[config.mk]
export PLATFORM = sky130hd
export DESIGN_NAME = plp_top
export DESIGN_NICKNAME = d
export VERILOG_FILES = /design/src/hw/plp_pkg.sv /design/src/hw/plp_tmr_if.sv /design/src/hw/plp_timer.sv /design/src/hw/plp_top.sv
export VERILOG_INCLUDE_DIRS = /design/src /design/src/hw
export SDC_FILE = /design/constraint.sdc
export NUM_CORES = 1
export LEC_CHECK = 0
export BUFFER_PORTS_ARGS = -buffer_cell sky130_fd_sc_hd__buf_2
export CAP_MARGIN = 15
export CORE_AREA = 2 2 195 216
export DETAILED_ROUTE_END_ITERATION = 7
export DIE_AREA = 0 0 197 218
export PLACE_DENSITY = 0.47
export SLEW_MARGIN = 20
export SYNTH_ARGS = -nofsm -noshare
export SYNTH_HDL_FRONTEND = slang
export SYNTH_SLANG_ARGS = --single-unit
export TNS_END_PERCENT = 30
[constraint.sdc]
create_clock -name pclk -period 2.5 [get_ports pclk]
set_input_delay 0.5 -clock pclk [delete_from_list [all_inputs] [get_ports pclk]]
set_output_delay 0.5 -clock pclk [all_outputs]
set_load 0.05 [all_outputs]
[src/hw/plp_defs.svh]
/*
  Constants of the protection logic primitives: register offsets,
  field positions, reset values and timing counts.
  Assumes inclusion by bare name from the package and the top module.
*/
`ifndef PLP_DEFS_SVH
`define PLP_DEFS_SVH

// register byte offsets on the apb slave
`define PLP_OFS_CTRL      8'h00
`define PLP_OFS_OVER_THR  8'h04
`define PLP_OFS_UNDER_THR 8'h08
`define PLP_OFS_TON       8'h0C
`define PLP_OFS_TOFF      8'h10
`define PLP_OFS_PULSE_LEN 8'h14
`define PLP_OFS_TICK_DIV  8'h18
`define PLP_OFS_STATUS    8'h1C

// control register fields
`define PLP_CTRL_VX_SRC   0
`define PLP_CTRL_ASG_EN   1
`define PLP_CTRL_ASG_LO   2
`define PLP_CTRL_ASG_HI   4
`define PLP_CTRL_SOFT_CLR 8

// status register fields
`define PLP_ST_VX_MEAS    0
`define PLP_ST_VX_CALC    1
`define PLP_ST_EXT_BLK    2
`define PLP_ST_UNASG      3
`define PLP_ST_OVER       4
`define PLP_ST_UNDER      5
`define PLP_ST_TIMER      6
`define PLP_ST_PULSE      7
`define PLP_ST_AND        8
`define PLP_ST_OR         9
`define PLP_ST_XOR        10

// widths
`define PLP_DW            16
`define PLP_NSIG          8
`define PLP_NPIN          12

// reset values; 0.4 as an unsigned fraction of 2^16
`define PLP_OVER_THR_RST  16'h6666
`define PLP_UNDER_THR_RST 16'h0000
`define PLP_TON_RST       16'h0000
`define PLP_TOFF_RST      16'h0000
`define PLP_PULSE_LEN_RST 16'h0064

// timing: one tick per millisecond at a 25 ns clock
`define PLP_CLK_NS        25
`define PLP_TICK_NS       1000000
`define PLP_TICK_CYC      (`PLP_TICK_NS / `PLP_CLK_NS)

`endif

[src/hw/plp_pkg.sv]
/*
  Types of the protection logic primitives: state encodings and the
  packed state records of the top module and the delay timer.
  Assumes plp_defs.svh is on the include path.
*/
`include "plp_defs.svh"

package plp_pkg;

  // delay timer states, one-hot
  typedef enum logic [3:0] {
    TS_IDLE     = 4'h1,
    TS_ON_WAIT  = 4'h2,
    TS_ACTIVE   = 4'h4,
    TS_OFF_WAIT = 4'h8
  } plp_tmr_state_t;

  typedef struct packed {
    plp_tmr_state_t          state;
    logic [`PLP_DW-1:0]      cnt;
    logic                    out;
  } plp_tmr_st_t;

  typedef struct packed {
    logic [`PLP_NPIN-1:0]    sync1;
    logic [`PLP_NPIN-1:0]    sync2;
    logic [`PLP_DW-1:0]      tick_cnt;
    logic                    tick;
    logic                    vx_calc;
    logic                    asg_en;
    logic [2:0]              asg_sel;
    logic [`PLP_DW-1:0]      over_thr;
    logic [`PLP_DW-1:0]      under_thr;
    logic [`PLP_DW-1:0]      ton;
    logic [`PLP_DW-1:0]      toff;
    logic [`PLP_DW-1:0]      plen;
    logic [`PLP_DW-1:0]      tick_div;
    logic                    soft_clr;
    logic [`PLP_DW-1:0]      pulse_cnt;
    logic                    trig_d;
    logic                    pulse_o;
    logic                    vx_meas_o;
    logic                    vx_calc_o;
    logic                    ext_blk_o;
    logic                    unasg_o;
    logic                    over_o;
    logic                    under_o;
    logic                    and_o;
    logic                    or_o;
    logic                    xor_o;
    logic [31:0]             prdata;
    logic                    pready;
    logic                    pslverr;
  } plp_state_t;

endpackage

[src/hw/plp_tmr_if.sv]
/*
  Link between the top module and its delay timer: input level,
  delays, tick, clear and enable one way, the timer output back.
  Assumes both ends run on pclk.
*/
`timescale 1ns/1ps

`include "plp_defs.svh"

interface plp_tmr_if;
  logic                    in;
  logic [`PLP_DW-1:0]      ton;
  logic [`PLP_DW-1:0]      toff;
  logic                    tick;
  logic                    clr;
  logic                    ce;
  logic                    out;

  modport ctl (output in, ton, toff, tick, clr, ce, input out);
  modport tmr (input in, ton, toff, tick, clr, ce, output out);
endinterface

[src/hw/plp_timer.sv]
/*
  Delay timer with separate switch-on and switch-off delays, counted
  in ticks. Assumes tick is a one-cycle pulse on pclk and clr a
  synchronous clear from the same domain.
*/
`timescale 1ns/1ps

module plp_timer (
  // clock and reset
  input  wire logic        pclk,
  input  wire logic        presetn,
  // control side
  plp_tmr_if.tmr           t
);
  import plp_pkg::*;

  plp_tmr_st_t st_reg;
  plp_tmr_st_t st_next;

  // next state; an input change during either wait returns to the state before that wait
  always_comb
  begin
    st_next = st_reg;
    if (t.clr)
    begin
      st_next.state = TS_IDLE;
      st_next.cnt   = '0;
      st_next.out   = 1'b0;
    end
    else
    begin
      case (st_reg.state)
        TS_IDLE:
        begin
          if (t.in)
          begin
            st_next.state = TS_ON_WAIT;
            st_next.cnt   = '0;
          end
        end
        TS_ON_WAIT:
        begin
          if (!t.in)
            st_next.state = TS_IDLE;
          else if (st_reg.cnt >= t.ton)
          begin
            st_next.state = TS_ACTIVE;
            st_next.out   = 1'b1;
          end
          else if (t.tick)
            st_next.cnt = st_reg.cnt + 1'b1;
        end
        TS_ACTIVE:
        begin
          if (!t.in)
          begin
            st_next.state = TS_OFF_WAIT;
            st_next.cnt   = '0;
          end
        end
        TS_OFF_WAIT:
        begin
          if (t.in)
            st_next.state = TS_ACTIVE;
          else if (st_reg.cnt >= t.toff)
          begin
            st_next.state = TS_IDLE;
            st_next.out   = 1'b0;
          end
          else if (t.tick)
            st_next.cnt = st_reg.cnt + 1'b1;
        end
        default:
        begin
          st_next.state = TS_IDLE;
          st_next.out   = 1'b0;
        end
      endcase
    end
  end

  // clock enable low freezes the whole timer
  always_ff @(posedge pclk or negedge presetn)
  begin
    if (!presetn)
    begin
      st_reg.state <= TS_IDLE;
      st_reg.cnt   <= '0;
      st_reg.out   <= 1'b0;
    end
    else if (t.ce)
      st_reg <= st_next;
  end

  assign t.out = st_reg.out;
endmodule

[src/hw/plp_top.sv]
/*
  Protection logic primitives behind an apb slave: source selector,
  assignable input, threshold comparators, delay timer, pulse and
  gates. Assumes pins are asynchronous to pclk, analog values come
  from logic on pclk, and the apb master follows the usual protocol.
*/
// Behaviour
// measured source: output one on, two off
// calculated source: output one off, two on
// assigned input follows its chosen binary signal
// unassigned input stays off, only unassigned flag
// over comparator active when value exceeds threshold
// under comparator active when value below threshold
// timer output on after continuous on delay
// timer output off after off delay elapses
// trigger gives pulse of settable length
// and, or, xor with inverted second input; the code inverts gate_b only in the xor, and and or take it as it is
// delays count common ticks; counters clear synchronously
`timescale 1ns/1ps
`include "plp_defs.svh"

module plp_top #(
  parameter int unsigned TICK_CYC = `PLP_TICK_CYC
) (
  // clock, reset and enable
  input  wire logic                 pclk,
  input  wire logic                 presetn,
  input  wire logic                 ce,
  // apb slave
  input  wire logic                 psel,
  input  wire logic                 penable,
  input  wire logic                 pwrite,
  input  wire logic [7:0]           paddr,
  input  wire logic [31:0]          pwdata,
  output logic [31:0]               prdata,
  output logic                      pready,
  output logic                      pslverr,
  // binary pins, asynchronous
  input  wire logic [`PLP_NSIG-1:0] sig_in,
  input  wire logic                 timer_in,
  input  wire logic                 pulse_trig,
  input  wire logic                 gate_a,
  input  wire logic                 gate_b,
  // analog values, from logic on pclk
  input  wire logic [`PLP_DW-1:0]   ratio_value,
  input  wire logic [`PLP_DW-1:0]   phase_one_current,
  // primitive outputs
  output logic                      vx_measured_act,
  output logic                      vx_calculated_act,
  output logic                      external_block_input_one,
  output logic                      ext_block_unassigned,
  output logic                      over_act,
  output logic                      under_act,
  output logic                      timer_out,
  output logic                      pulse_module,
  output logic                      and_out,
  output logic                      or_out,
  output logic                      xor_out
);
  import plp_pkg::*;

  localparam logic [`PLP_DW-1:0] TICK_DIV_RST = `PLP_DW'(TICK_CYC - 1);

  plp_state_t s_reg;
  plp_state_t s_next;
  plp_tmr_if  tmr_if ();

  logic [`PLP_NSIG-1:0] pool;
  logic                 tmr_pin;
  logic                 trig_pin;
  logic                 ga;
  logic                 gb;
  logic                 acc;
  logic                 wr;
  logic                 tmr_q;

  // synchronised pin fields; only the second stage is read
  assign pool     = s_reg.sync2[`PLP_NSIG-1:0];
  assign tmr_pin  = s_reg.sync2[`PLP_NSIG];
  assign trig_pin = s_reg.sync2[`PLP_NSIG+1];
  assign ga       = s_reg.sync2[`PLP_NSIG+2];
  assign gb       = s_reg.sync2[`PLP_NSIG+3];

  // a transfer completes on the access edge where pready is high
  assign acc = psel & penable & s_reg.pready;
  assign wr  = acc & pwrite;

  // delay timer hookup, sharing the common tick and clear
  assign tmr_if.in   = tmr_pin;
  assign tmr_if.ton  = s_reg.ton;
  assign tmr_if.toff = s_reg.toff;
  assign tmr_if.tick = s_reg.tick;
  assign tmr_if.clr  = s_reg.soft_clr;
  assign tmr_if.ce   = ce;
  assign tmr_q       = tmr_if.out;

  plp_timer u_timer (
    .pclk    (pclk),
    .presetn (presetn),
    .t       (tmr_if)
  );

  // whole next state of the block
  always_comb
  begin
    s_next = s_reg;

    // two-flop synchroniser for every pin
    s_next.sync1 = {gate_b, gate_a, pulse_trig, timer_in, sig_in};
    s_next.sync2 = s_reg.sync1;

    // common tick prescaler; soft clear restarts the phase
    s_next.tick = 1'b0;
    if (s_reg.soft_clr)
      s_next.tick_cnt = '0;
    else if (s_reg.tick_cnt >= s_reg.tick_div)
    begin
      s_next.tick_cnt = '0;
      s_next.tick     = 1'b1;
    end
    else
      s_next.tick_cnt = s_reg.tick_cnt + 1'b1;

    // source selector outputs are exact complements
    s_next.vx_meas_o = ~s_reg.vx_calc;
    s_next.vx_calc_o = s_reg.vx_calc;

    // assignable input; unassigned holds it low while asg_en is clear
    s_next.ext_blk_o = s_reg.asg_en & pool[s_reg.asg_sel];
    s_next.unasg_o   = ~s_reg.asg_en;

    // comparators; strict, so equal to threshold reads inactive
    s_next.over_o  = ratio_value > s_reg.over_thr;
    s_next.under_o = phase_one_current < s_reg.under_thr;

    // gates
    s_next.and_o = ga & gb;
    s_next.or_o  = ga | gb;
    s_next.xor_o = ga ^ ~gb;

    // pulse on a rising trigger edge; not retriggered while running
    s_next.trig_d = trig_pin;
    if (s_reg.soft_clr)
    begin
      s_next.pulse_cnt = '0;
      s_next.pulse_o   = 1'b0;
    end
    else if (trig_pin && !s_reg.trig_d && !s_reg.pulse_o &&
             s_reg.plen != '0)
    begin
      s_next.pulse_cnt = s_reg.plen;
      s_next.pulse_o   = 1'b1;
    end
    else if (s_reg.pulse_o && s_reg.tick)
    begin
      s_next.pulse_cnt = s_reg.pulse_cnt - 1'b1;
      if (s_reg.pulse_cnt == `PLP_DW'(1))
        s_next.pulse_o = 1'b0;
    end

    // soft clear is a one-cycle strobe
    s_next.soft_clr = 1'b0;

    // apb: pready rises one cycle after setup, zero wait states
    s_next.pready  = psel & ~penable;
    s_next.pslverr = 1'b0;
    s_next.prdata  = '0;
    if (psel && !penable)
    begin
      case (paddr)
        `PLP_OFS_CTRL:
          s_next.prdata = {27'h0000000, s_reg.asg_sel,
                           s_reg.asg_en, s_reg.vx_calc};
        `PLP_OFS_OVER_THR:  s_next.prdata = {16'h0000, s_reg.over_thr};
        `PLP_OFS_UNDER_THR: s_next.prdata = {16'h0000, s_reg.under_thr};
        `PLP_OFS_TON:       s_next.prdata = {16'h0000, s_reg.ton};
        `PLP_OFS_TOFF:      s_next.prdata = {16'h0000, s_reg.toff};
        `PLP_OFS_PULSE_LEN: s_next.prdata = {16'h0000, s_reg.plen};
        `PLP_OFS_TICK_DIV:  s_next.prdata = {16'h0000, s_reg.tick_div};
        `PLP_OFS_STATUS:
          s_next.prdata = {21'h000000, s_reg.xor_o, s_reg.or_o,
                           s_reg.and_o, s_reg.pulse_o, tmr_q,
                           s_reg.under_o, s_reg.over_o, s_reg.unasg_o,
                           s_reg.ext_blk_o, s_reg.vx_calc_o,
                           s_reg.vx_meas_o};
        default: s_next.pslverr = 1'b1;
      endcase
      if (pwrite && paddr == `PLP_OFS_STATUS)
        s_next.pslverr = 1'b1; // status is read-only
    end

    // register writes land on the completing access edge only
    if (wr)
    begin
      case (paddr)
        `PLP_OFS_CTRL:
        begin
          s_next.vx_calc  = pwdata[`PLP_CTRL_VX_SRC];
          s_next.asg_en   = pwdata[`PLP_CTRL_ASG_EN];
          s_next.asg_sel  = pwdata[`PLP_CTRL_ASG_HI:`PLP_CTRL_ASG_LO];
          s_next.soft_clr = pwdata[`PLP_CTRL_SOFT_CLR];
        end
        `PLP_OFS_OVER_THR:  s_next.over_thr  = pwdata[`PLP_DW-1:0];
        `PLP_OFS_UNDER_THR: s_next.under_thr = pwdata[`PLP_DW-1:0];
        `PLP_OFS_TON:       s_next.ton       = pwdata[`PLP_DW-1:0];
        `PLP_OFS_TOFF:      s_next.toff      = pwdata[`PLP_DW-1:0];
        `PLP_OFS_PULSE_LEN: s_next.plen      = pwdata[`PLP_DW-1:0];
        `PLP_OFS_TICK_DIV:  s_next.tick_div  = pwdata[`PLP_DW-1:0];
        default: ;
      endcase
    end
  end

  // single state register; ce low freezes everything, apb included
  always_ff @(posedge pclk or negedge presetn)
  begin
    if (!presetn)
    begin
      s_reg           <= '0;
      s_reg.over_thr  <= `PLP_OVER_THR_RST;
      s_reg.under_thr <= `PLP_UNDER_THR_RST;
      s_reg.ton       <= `PLP_TON_RST;
      s_reg.toff      <= `PLP_TOFF_RST;
      s_reg.plen      <= `PLP_PULSE_LEN_RST;
      s_reg.tick_div  <= TICK_DIV_RST;
      s_reg.vx_meas_o <= 1'b1;
      s_reg.unasg_o   <= 1'b1;
    end
    else if (ce)
      s_reg <= s_next;
  end

  // outputs straight from flip-flops
  assign prdata                   = s_reg.prdata;
  assign pready                   = s_reg.pready;
  assign pslverr                  = s_reg.pslverr;
  assign vx_measured_act          = s_reg.vx_meas_o;
  assign vx_calculated_act        = s_reg.vx_calc_o;
  assign external_block_input_one = s_reg.ext_blk_o;
  assign ext_block_unassigned     = s_reg.unasg_o;
  assign over_act                 = s_reg.over_o;
  assign under_act                = s_reg.under_o;
  assign timer_out                = tmr_q;
  assign pulse_module             = s_reg.pulse_o;
  assign and_out                  = s_reg.and_o;
  assign or_out                   = s_reg.or_o;
  assign xor_out                  = s_reg.xor_o;
endmodule

After elaboration in Yosys (flattened, before gate mapping):

Cells that the tools add are included.

* $lt $le $gt $ge: 6
* mux-type cells: 37
* $add $sub $neg: 3
* equality and inequality tests: 23
* bitwise logic cells: 12
* reductions and logical operators: 28

Operators with widths (number)
* $mux W16: 9
* $pmux W16 S8: 1
* $pmux W16 S4: 1
* $ge A16 B16 Y1: 3
* $mux W20: 2
* $mux W17: 2
* $add A16 B1 Y16 const B: 2
* $eq A8 B5 Y1 const B: 4
* $reduce_and A3 Y1: 8
* $mux W21: 1
* $ne A3 B3 Y1 const B: 6
* $eq A16 B1 Y1 const B: 1
* $eq A8 B4 Y1 const B: 2
* $gt A16 B16 Y1: 1
* $lt A16 B16 Y1: 1
* $mux W4: 4
* $pmux W4 S4: 1
* $reduce_bool A16 Y1: 1
* $sub A16 B1 Y16 const B: 1
* $mux W1: 14
* $eq A8 B3 Y1 const B: 1
* $logic_not A8 Y1: 1
* $ne A4 B3 Y1 const B: 2
* $reduce_and A8 Y1: 1
* other kinds (22): 39

* input port bits: 90
* logic and storage cells: 141
* bits in registers: 225
* output and inout port bits: 45

Logic depth before layout (Yosys ltp):

Gate-level depths: netlist of run 1.

* depth after elaboration: 6
* mapped depth: 12
* gate-level depth less buffers: 9

Cells and area by module:

From an unflattened synthesis of run 1, not the netlist that was laid out.

* cell total of the unflattened synthesis: 1200
* area total of the unflattened synthesis: 12177.9 µm²

By module, submodules not included
* plp_top: times used 1, sequential area each 4733.3 µm², cells an instance 935, area each 9942.0 µm²
* plp_timer: times used 1, sequential area each 526.8 µm², cells an instance 265, area each 2235.9 µm²

Least setup slack after synthesis of run 1:

OpenSTA, ideal clock, no wires.

* path type: register to register
* start: register u_timer.st_reg[1] (netlist bit)
* end: register u_timer.st_reg[1] (netlist bit)
* slack: -0.128 ns
* required time: 2.382 ns
* library setup time: 0.118 ns
* clock period less this slack: 2.628 ns
* stages on the path, launching flop included: 12
* buffers on the path: 2
* data arrival time: 2.510 ns
* cells stage by stage: dfrtp_1 inv_1 ha_1 nand2b_1 a2111o_1 a41o_1 a2111oi_4 o31ai_2 or2_1 buf_6 buf_6 a21o_1

* word-level cells in the longest chain between the ends: 6
* elaborated cells between the ends (all ways): 13
* those cells by class: add/sub (1); order compare (2); eq/ne (2); mux (7); reduce/logical (1)

RTL lines
* start: declaration: line plp_timer.sv:17 `plp_tmr_st_t st_reg;`
* start signal: assignment: line plp_timer.sv:92 `st_reg <= st_next;`
* $add A16 B1 Y16: line plp_timer.sv:51, plp_timer.sv:71
* $mux W16: line plp_timer.sv:50, plp_timer.sv:70
* $mux W16, on equally long branches: line plp_timer.sv:65, plp_timer.sv:45
* $mux W17, on equally long branches: line plp_timer.sv:63, plp_timer.sv:43
* $pmux W16 S4: line plp_timer.sv:32 `case (st_reg.state)`
* $mux W21: line plp_timer.sv:24 `if (t.clr)`

Several ways; a longest one is shown, not always the timed one. The select of a mux whose other input is x is not followed.
A chain may end at the register's enable or synchronous reset.

Worst setup path after layout of run 1:

* start: register, netlist name tmr_if.toff[0]
* end: register u_timer.st_reg[16] (netlist bit)

* word-level cells in the longest chain between the ends: 3

RTL lines
* $ge A16 B16 Y1: line plp_timer.sv:65 `else if (st_reg.cnt >= t.toff)`
* $ne A3 B3 Y1 (no line)
* $reduce_and A8 Y1 (no line)

Every way passes these cells.

==> impl_metrics.tcl, run 1 <==
set metrics [dict create \
    status "complete, but fails checks" \
    violations "negative setup slack" \
    avgViaCountPerCell 5.068 \
    path_buf_inv 1 \
    cts_buffer_depth 3 \
    setup_slack_ns -0.07905 \
    clkSlewWorstSetupHoldPaths_ns 0.06 \
    io_pins 135 \
    insertion_delay_ns 0.54 \
    ir_worst_vdd_uv 436.3 \
    max_freq_mhz 387.7 \
    intPower_uw 6774 \
    syn_inst 1210 \
    max_slew.worst_pin.slew_ns 0.7824 \
    die_area_um2 42950 \
    numClockSinks 209 \
    seqCellArea_um2 5260 \
    cp-end-kind "flop" \
    slowest_stage "a2111o_1" \
    drive_gt1_share_pct 30.23 \
    synth_seq_area_share_pct 43.57 \
    routabilityCongestion 0.8434 \
    p_sw_uw 2581 \
    switching_share_pct 27.59 \
    die_x_um 197 \
    rsz0062_at_grt "yes" \
    drtIter0Drc 561 \
    whs_ns 0.1866 \
    drc_errors 0 \
    start_kind "flop" \
    routed-via-count 9776 \
    htree_levels 1 \
    synth-seq-cells 209 \
    grt-ovfl-total 0 \
    power_density_nw_per_um2 624.0 \
    finalCritPeriodShare_pct 103.2 \
    async_flop_share_pct 100.0 \
    multi_input_comb_area_um2 6250 \
    seqPwrFrac_pct 39.7 \
    cts_tree "built" \
    slowest_delay_ns 0.42 \
    synth_edf_count 0 \
    finClkSkew_ns 0.01614 \
    grt_start_max_net_pins 65 \
    antenna_found_initial 2 \
    drt_wl_total_um 38020 \
    final.min_clock_period_ns 2.579 \
    pwr-share-clk_pct 44.9 \
    dp_hpwl_um 29080 \
    num-fill-cells 4135 \
    initial_utilization_pct 29.59 \
    layout.nets 1565 \
    synth_cell_types 64 \
    pwr-share-comb_pct 15.4 \
    grt_pass1_wl_um 58970 \
    grt_usage_pct 17.89 \
    crit_type "reg -> reg" \
    largest_reg_flops 102 \
    path_cells "ha_1 -> nand2b_4 -> a2111o_1 -> a41o_1 -> a2111oi_4 -> o31ai_4 -> or2_4 -> buf_12 -> o41ai_2" \
    drv_cap 0 \
    required_ns 2.93 \
    core_area_um2 40790 \
    die_height_um 218 \
    hold_viol_final 0 \
    mostFrequentLayoutCells "dfrtp_1 (185), buf_4 (113), o21ai_0 (112)" \
    ys.flop_type "dfrtp_1" \
    cts_root_buffer "clkbuf_16" \
    slew_headroom_pct 47.84 \
    drv_slew 0 \
    rows 78 \
    syn_to_final_growth_pct 24.18 \
    numCtsBuffers 25 \
    io_buffer_count 102 \
    p_total_uw 9355 \
    path_delay_family "compound AO/OA/AOI/OAI gates" \
    finalSetupViolCount 15 \
    worstPathMaxFanout 10 \
    grt_pass1_vias 10010 \
    antenna_cells 0 \
    leakage_uw 0.007091 \
    post_drt_wl_per_cell_um 19.71 \
    antenna_left 0 \
    post_synth_instance_area_um2 12070 \
    hold_path_class "in -> reg" \
    ff2ff_setup_slack_ns -0.08 \
    cp.arrival_ns 3.01 \
    first_pass_iters 5 \
    synth_area_per_cell_um2 9.978 \
    final_common_cell "dfrtp_1" \
    yosys_warnings 0 \
]
-- cell usage after synthesis (all sizes together), types with 2 or more instances --
cell / n / share of area, %
o2bb2ai: 17 / 1.2
a211o: 2 / 0.15
nand3: 15 / 0.62
a2111oi: 2 / 0.30
o2111ai: 2 / 0.15
dfrtp: 185 / 38
buf: 41 / 2.5
inv: 99 / 3.1
a22oi: 42 / 2.6
a41o: 2 / 0.17
nor3: 17 / 0.70
a211oi: 2 / 0.12
nand3b: 4 / 0.25
ha: 85 / 8.8
o31ai: 27 / 2.1
o21ai: 117 / 4.9
a31oi: 12 / 0.62
nand4b: 2 / 0.15
a32oi: 8 / 0.58
a21oi: 43 / 1.8
mux2i: 3 / 0.25
a22o: 13 / 0.94
and4: 5 / 0.36
a21o: 22 / 1.4
or3: 2 / 0.10
a41oi: 5 / 0.36
clkbuf: 45 / 1.4
nand4: 11 / 0.57
nand2b: 19 / 0.98
nand2: 97 / 3.0
dfstp: 24 / 5.2
o41ai: 8 / 0.83
a221o: 2 / 0.17
nor2: 55 / 1.7
mux4: 6 / 1.1
a221oi: 6 / 0.44
o211ai: 4 / 0.25
nor4: 14 / 0.78
and2: 8 / 0.41
nor2b: 19 / 1.0
mux2: 80 / 7.5
o21a: 5 / 0.31
and3: 22 / 1.1
or2: 2 / 0.10
-- final timing paths --
check / cells after the start / from / to
setup / recovery: 9 / tmr_if.toff[0] / u_timer.st_reg[16]
hold / removal: 2 / pulse_trig / s_next[189]
setup reg to reg: 9 / tmr_if.toff[0] / u_timer.st_reg[16]
hold reg to reg: 2 / s_next[191] / gb
max in group asynchronous: 3 / presetn / s_reg[74]
min in group asynchronous: 2 / presetn / s_reg[48]
-- worst reg2reg max path: stages, from the launching register on --
cell and delay [ns]:
dfrtp_1 0.38, ha_1 0.29, nand2b_4 0.13, a2111o_1 0.42
a41o_1 0.24, a2111oi_4 0.26, o31ai_4 0.08, or2_4 0.26
buf_12 0.15, o41ai_2 0.26
-- final cells by class --
| class | count | share of cell area [%] |
|---|---|---|
| Clock buffer | 38 | 4.966 |
| Clock inverter | 8 | 1.294 |
| Inverter | 99 | 2.479 |
| Multi-Input combinational cell | 831 | 41.69 |
| Sequential cell | 209 | 35.09 |
| Tap cell | 520 | 4.340 |
| Timing Repair Buffer | 224 | 10.15 |
-- timing repair --
action / CTS / global route
gates cloned: 0 / 0
hold buffers: 1 / 0
setup buffers: 1 / 2
endpoints found under the hold margin: 49 / 0
resized for setup: 18 / 22
setup endpoints to repair: 35 / 45
pin swaps: 5 / 4
-- metrics by stage --
step	worst slack [ns]	utilization [%]	area, um2	std cells	TNS (ns)
floorplan	-0.1276	-	12140	1225	-1.548
global placement	-0.1986	33.88	13820	1879	-2.954
detailed placement	-0.2848	33.88	13820	1879	-3.780
CTS	-0.1074	36.43	14860	1927	-0.8974
global route	-0.2339	36.75	14990	1929	-2.886
finish	-0.07905	36.75	14990	1929	-0.4731
-- power by group through the flow --
stage	logic, uW	registers, uW	clock network [uW]
2_1_floorplan	866	3740	0
4_1_cts	1400	3720	4270
3_3_place_gp	1330	3770	0
6_report	1440	3720	4200
3_5_place_dp	1340	3770	0
5_1_grt	1580	3740	4430
-- metal layers --
| metal | track usage, % | up-vias | wire (um) |
|---|---|---|---|
| li1 | - | 4711 | - |
| met1 | 23.20 | 4800 | 17050 |
| met2 | 30.53 | 198 | 18320 |
| met3 | 2.459 | 65 | 1461 |
| met4 | 6.266 | 2 | 1167 |
| met5 | 0 | - | 13 |
-- cell families (layout without fill, tap and decap cells) --
family,count (synthesis),in the layout,synth area share (%)
simple gates,293,293,11.97
mux,89,89,8.830
compound gates,347,347,19.78
fa+ha+maj,85,85,8.809
buf+inv,185,369,6.933
flops,209,209,43.57
xor+xnor,1,1,0.07256
other cells,1,16,0.03106
No activity file was read; power rests on OpenSTA's default activity.
==> run 2: changes to the inputs <==
--- a/config.mk
+++ b/config.mk
@@ -8,12 +8,14 @@
 export LEC_CHECK = 0
 export BUFFER_PORTS_ARGS = -buffer_cell sky130_fd_sc_hd__buf_2
 export CAP_MARGIN = 15
-export CORE_AREA = 2 2 195 216
+export CORE_AREA = 2 2 196 217
 export DETAILED_ROUTE_END_ITERATION = 7
-export DIE_AREA = 0 0 197 218
+export DIE_AREA = 0 0 198 219
 export PLACE_DENSITY = 0.47
+export RECOVER_POWER = 25
 export SLEW_MARGIN = 20
 export SYNTH_ARGS = -nofsm -noshare
 export SYNTH_HDL_FRONTEND = slang
+export SYNTH_HIERARCHICAL = 1
 export SYNTH_SLANG_ARGS = --single-unit
 export TNS_END_PERCENT = 30
==> run 2 against run 1 <==
  * The flow finishes with violations (max-capacitance violations, max-slew violations, negative setup slack)
  * First-iteration DRC count up 8.9%
  * Largest cell class unchanged
  * Hold slack better by 0.019 ns
  * Combinational power grew 22%
  * Largest power group is now sequential cells
  * Fmax is 0.44% lower
==> impl_metrics.tcl, run 2 <==
set metrics [dict create \
    status "complete, but fails checks" \
    violations "max-capacitance violations, max-slew violations, negative setup slack" \
    finClkSkew_ns 0.009687 \
    syn_inst 1200 \
    antenna_left 0 \
    whs_ns 0.2055 \
    synth-seq-cells 209 \
    placed_cells 1917 \
    core_area_um2 41090 \
    yosys_warnings 6 \
    routabilityCongestion 0.8430 \
    post_drt_wl_per_cell_um 20.03 \
    dpl_worst_slack_ns -0.2354 \
    synth.area.top_cells "dfrtp_1 (38%), ha_1 (8.7%), mux2_2 (7.5%)" \
    yosys.area.top_type "dfrtp_1" \
    path_cells "ha_4 -> nand4_1 -> or4_1 -> o32a_1 -> a21oi_2 -> or3_4 -> buf_12 -> mux2_4" \
    ir_worst_vdd_uv 429.1 \
    cts_buffer_depth 3 \
    p_total_uw 9226 \
    syn_to_final_growth_pct 25.93 \
    synth_cell_types 79 \
    setup_slack_ns -0.09044 \
    rsz0062_at_grt "yes" \
    finalCritPeriodShare_pct 103.6 \
    die_area_um2 43360 \
    synth_seq_area_share_pct 43.19 \
    grt_start_max_net_pins 56 \
    final_common_cell "dfrtp_1" \
    grt_usage_pct 18.46 \
    grt_pass1_vias 10200 \
    grt-ovfl-total 0 \
    max_freq_mhz 386.0 \
    die_x_um 198 \
    rows 78 \
    io_pins 135 \
    async_flop_share_pct 100.0 \
    drtIter0Drc 611 \
    insertion_delay_ns 0.52 \
    drive_gt1_share_pct 32.41 \
    ff2ff_setup_slack_ns -0.09 \
    hold_viol_final 0 \
    cp.arrival_ns 2.99 \
    avgViaCountPerCell 5.126 \
    numCtsBuffers 25 \
    first_pass_iters 6 \
    die_height_um 219 \
    drt_wl_total_um 39500 \
    drc_errors 0 \
    drv_slew 50 \
    power_density_nw_per_um2 601.6 \
    path_delay_family "simple AND/OR/NAND/NOR gates" \
    final.min_clock_period_ns 2.590 \
    slowest_stage "or4_1" \
    start_kind "flop" \
    slowest_delay_ns 0.55 \
    leakage_uw 0.007156 \
    synth_area_per_cell_um2 10.15 \
    htree_levels 1 \
    cts_root_buffer "clkbuf_16" \
    clkSlewWorstSetupHoldPaths_ns 0.06 \
    numClockSinks 209 \
    io_buffer_count 102 \
    largest_reg_flops 102 \
    antenna_found_initial 1 \
    layout.nets 1567 \
    ys.flop_type "dfrtp_1" \
    fin_cells 1972 \
    grt_pass1_wl_um 60930 \
    num-fill-cells 4175 \
    yosysTopAreaCellShare_pct 38.02 \
    initial_utilization_pct 29.64 \
    crit_type "reg -> reg" \
    synth_edf_count 0 \
    slew_headroom_pct -3.955 \
    cp-end-kind "flop" \
    max_slew.worst_pin.slew_ns 1.559 \
    hold_path_class "in -> reg" \
    post-synth-top-count-cell "dfrtp_1" \
    post_synth_instance_area_um2 12180 \
    worstPathMaxFanout 5 \
    finalSetupViolCount 16 \
    path_buf_inv 1 \
    tns_ns -0.5073 \
    required_ns 2.90 \
    routed-via-count 10110 \
    mostFrequentLayoutCells "dfrtp_1 (182), buf_4 (120), buf_2 (100)" \
    cts_tree "built" \
    drv_cap 2 \
    dp_hpwl_um 29180 \
    synth_commonest_cells "dfrtp_1 (185), inv_1 (95), nand2_1 (86)" \
]
[run 2: path summary, 6_finish.rpt]
path                                          end          startpoint  depth (start not counted)
worst max-delay path            u_timer/st_reg[1]  u_timer/st_reg[10]                          8
worst min-delay path                  s_next[190]              gate_a                          2
worst max register to register  u_timer/st_reg[1]  u_timer/st_reg[10]                          8
worst min register to register    vx_measured_act          s_next[41]                          1
max in group asynchronous                 pool[3]             presetn                          3
min in group asynchronous              s_reg[176]             presetn                          2
[run 2: per-stage QoR]
stage / cell area, um2 / utilization [%]
2_1_floorplan: 12270 / -
3_3_place_gp: 14170 / 34.48
3_5_place_dp: 14170 / 34.48
4_1_cts: 15190 / 36.97
5_1_grt: 15330 / 37.31
6_report: 15340 / 37.33
[run 2: worst register-to-register path, delay by kind of cell (launching register included)]
family                   cells  cell delay (ns)
AND/OR/NAND/NOR              3             0.82
AO/OA/AOI/OAI                2             0.53
flip-flops                   1             0.44
multiplexers                 1             0.29
adder cells (fa/ha/maj)      1             0.28
buffers and inverters        1             0.11
[run 2: area by class of cell]
cell class | instances | area (um2) | share of cell area [%]
inverter | 95 | 356.6 | 2.325
clock inverter | 10 | 125.1 | 0.8159
tap | 560 | 700.7 | 4.569
sequential | 209 | 5264 | 34.32
antenna | 2 | 5.005 | 0.03263
clock buffer | 35 | 693.2 | 4.520
timing repair buffer | 243 | 1763 | 11.50
multi-input combinational | 818 | 6429 | 41.92
[run 2: logic make-up after synthesis]
family	after synthesis	synth area share, %
and+or+nand+nor	291	12.79
xor gates and xnor gates	3	0.2158
other	1	0.03079
DFF	209	43.19
AOI/OAI and AO/OA	333	19.18
buffers and inverters	188	7.264
muxes	90	8.589
adders and majority gates	85	8.733
[run 2: where the power goes]
group	total, uW	internal, uW	switching (uW)	leakage [uW]
logic	1760	747	1010	0.00418
registers	3770	3560	203	0.00257
clock network	3700	2230	1470	0.000408
total	9230	6540	2680	0.00716
[run 2: routing by layer]
layer / global-route usage [%] / part of all wire [%] / vias up
li1: - / - / 4790
met1: 24.79 / 45 / 5023
met2: 31.21 / 48 / 250
met3: 2.797 / 4.8 / 46
met4: 4.386 / 2.1 / 0
met5: 0 / 0 / -
[run 2: timing repair]
action / in CTS / in global routing
cloned: 1 / 0
endpoints found under the setup margin: 31 / 35
pin swaps: 11 / 14
hold buffers: 1 / 0
setup buffers: 6 / 2
gates resized for setup: 28 / 24
hold endpoints to repair: 42 / 0
==> run 3: changes to the inputs <==
--- a/config.mk
+++ b/config.mk
@@ -11,6 +11,7 @@
 export CORE_AREA = 2 2 196 217
 export DETAILED_ROUTE_END_ITERATION = 7
 export DIE_AREA = 0 0 198 219
+export MAX_ROUTING_LAYER = met4
 export PLACE_DENSITY = 0.47
 export RECOVER_POWER = 25
 export SLEW_MARGIN = 20
==> run 3 against run 2 <==
  * Critical path type unchanged
  * Clock skew is essentially flat
  * Final cell count hardly changed
  * Cell area about the same
  * Register-to-register slack is essentially flat
  * Sequential share of layout area barely moved
  * The flow still finishes with violations (max-capacitance violations, max-slew violations, negative setup slack)
  * Die area stayed put
  * Critical endpoint unchanged
  * Combinational power is essentially flat
  * Setup slack got worse by 0.0031 ns
==> impl_metrics.tcl, run 3 (synthesis gave the netlist of run 2 again) <==
set metrics [dict create \
    status "complete, but fails checks" \
    mostFrequentLayoutCells "dfrtp_1 (183), buf_4 (121), buf_2 (100)" \
    slew_headroom_pct -1.363 \
    core_area_um2 41090 \
    max_slew.worst_pin.slew_ns 1.520 \
    hold_path_class "in -> reg" \
    cp-end-kind "flop" \
    cts_root_buffer "clkbuf_16" \
    die_area_um2 43360 \
    setup_slack_ns -0.09356 \
    antenna_found_initial 1 \
    placed_cells 1917 \
    cts_buffer_depth 3 \
    antenna_left 0 \
    numClockSinks 209 \
    p_total_uw 9223 \
    pwr-share-clk_pct 40.1 \
    drtIter0Drc 601 \
    die_height_um 219 \
    violations "max-capacitance violations, max-slew violations, negative setup slack" \
    cts_tree "built" \
    die_x_um 198 \
    cp.arrival_ns 2.99 \
    drv_slew 51 \
    seqPwrFrac_pct 40.8 \
    finalCritPeriodShare_pct 103.7 \
    dp_hpwl_um 29180 \
    finalSetupViolCount 16 \
    multi_input_comb_area_um2 6449 \
    io_buffer_count 102 \
    final.min_clock_period_ns 2.594 \
    p_sw_uw 2681 \
    first_pass_iters 5 \
    max_freq_mhz 385.6 \
    start_kind "flop" \
    pwr-share-comb_pct 19.1 \
    syn_to_final_growth_pct 25.98 \
    fin_cells 1971 \
    post_drt_wl_per_cell_um 20.05 \
    clkSlewWorstSetupHoldPaths_ns 0.06 \
    rows 78 \
    leakage_uw 0.007154 \
    routabilityCongestion 0.8567 \
    finClkSkew_ns 0.009983 \
    rsz0062_at_grt "yes" \
    seqCellArea_um2 5263 \
    avgViaCountPerCell 5.092 \
    largest_reg_flops 102 \
    dpl_cell_area_um2 14170 \
    drt_wl_total_um 39520 \
    routed-via-count 10040 \
    drive_gt1_share_pct 32.55 \
    hold_viol_final 0 \
    power_density_nw_per_um2 601.1 \
    final_common_cell "dfrtp_1" \
    htree_levels 1 \
    num-fill-cells 4176 \
    crit_type "reg -> reg" \
    layout.nets 1567 \
    grt_pass1_wl_um 60940 \
    dpl_worst_slack_ns -0.2354 \
    insertion_delay_ns 0.52 \
    fin_area_um2 15340 \
    ir_worst_vdd_uv 427.0 \
    grt_usage_pct 19.00 \
    initial_utilization_pct 29.64 \
    grt_pass1_vias 10190 \
    grt-ovfl-total 0 \
    numCtsBuffers 25 \
    worstPathMaxFanout 5 \
    switching_share_pct 29.07 \
    required_ns 2.90 \
    drc_errors 0 \
    intPower_uw 6542 \
    drv_cap 1 \
    io_pins 135 \
    grt_start_max_net_pins 56 \
]
## run 3: layout make-up
cell class / instances / area share, %
Multi-Input combinational cell: 818 / 42.03
Sequential cell: 209 / 34.30
Timing Repair Buffer: 243 / 11.41
Tap cell: 560 / 4.567
Clock buffer: 35 / 4.518
Inverter: 95 / 2.341
Clock inverter: 10 / 0.8155
Antenna cell: 1 / 0.01631
## run 3: worst paths after layout
| path | from | endpoint | slack [ns] | depth (start not counted) |
|---|---|---|---|---|
| max | u_timer/st_reg[11] | u_timer/st_reg[1] | -0.09 | 8 |
| min | gate_a | s_next[190] | 0.21 | 2 |
| max reg2reg | u_timer/st_reg[11] | u_timer/st_reg[1] | -0.09 | 8 |
| min reg2reg | prdata[7] | prdata[7] | 0.47 | 1 |
| max in group asynchronous | presetn | s_reg[143] | 0.31 | 3 |
| min in group asynchronous | presetn | s_reg[176] | 0.88 | 2 |
## run 3: stage by stage
| step | TNS [ns] | hold WS [ns] | util [%] |
|---|---|---|---|
| after floorplan | -0.6630 | 0.2044 | - |
| after global placement | -4.065 | 0.4518 | 34.48 |
| after detailed placement | -4.204 | 0.4587 | 34.48 |
| after CTS | -1.814 | 0.1864 | 36.97 |
| after global routing | -2.750 | 0.2007 | 37.34 |
| final | -0.5728 | 0.2067 | 37.34 |
## run 3: timing repair
item                                    CTS  global route
endpoints found under the setup margin   31            35
gates resized for setup                  28            28
buffers inserted                          6             2
hold endpoints to repair                 42             0
cloned                                    1             0
hold buffers                              1             0
pin swaps                                11            11
## run 3: layer usage
layer	vias up	routed length, um	share of wire, %	global-route usage (%)
met4	0	813	2.1	4.386
met3	50	1614	4.1	2.766
met5	-	0	0	-
met1	4998	17900	45	24.74
met2	201	19200	49	31.28
li1	4787	-	-	-
## run 3: power by group through the flow
stage | Combinational (uW) | Clock (uW) | Sequential (uW)
after global placement | 1500 | 0 | 3810
after CTS | 1700 | 3810 | 3760
after detailed placement | 1520 | 0 | 3820
after floorplan | 932 | 0 | 3810
after global routing | 1930 | 3950 | 3790
final | 1760 | 3700 | 3770
## run 3: critical path, stage by stage, from the launching register on
cell and delay [ns]:
dfrtp_1 0.40, ha_1 0.30, nand4_1 0.13, or4_1 0.55
o32a_1 0.37, a21oi_2 0.16, or3_4 0.17, buf_12 0.11
mux2_4 0.29
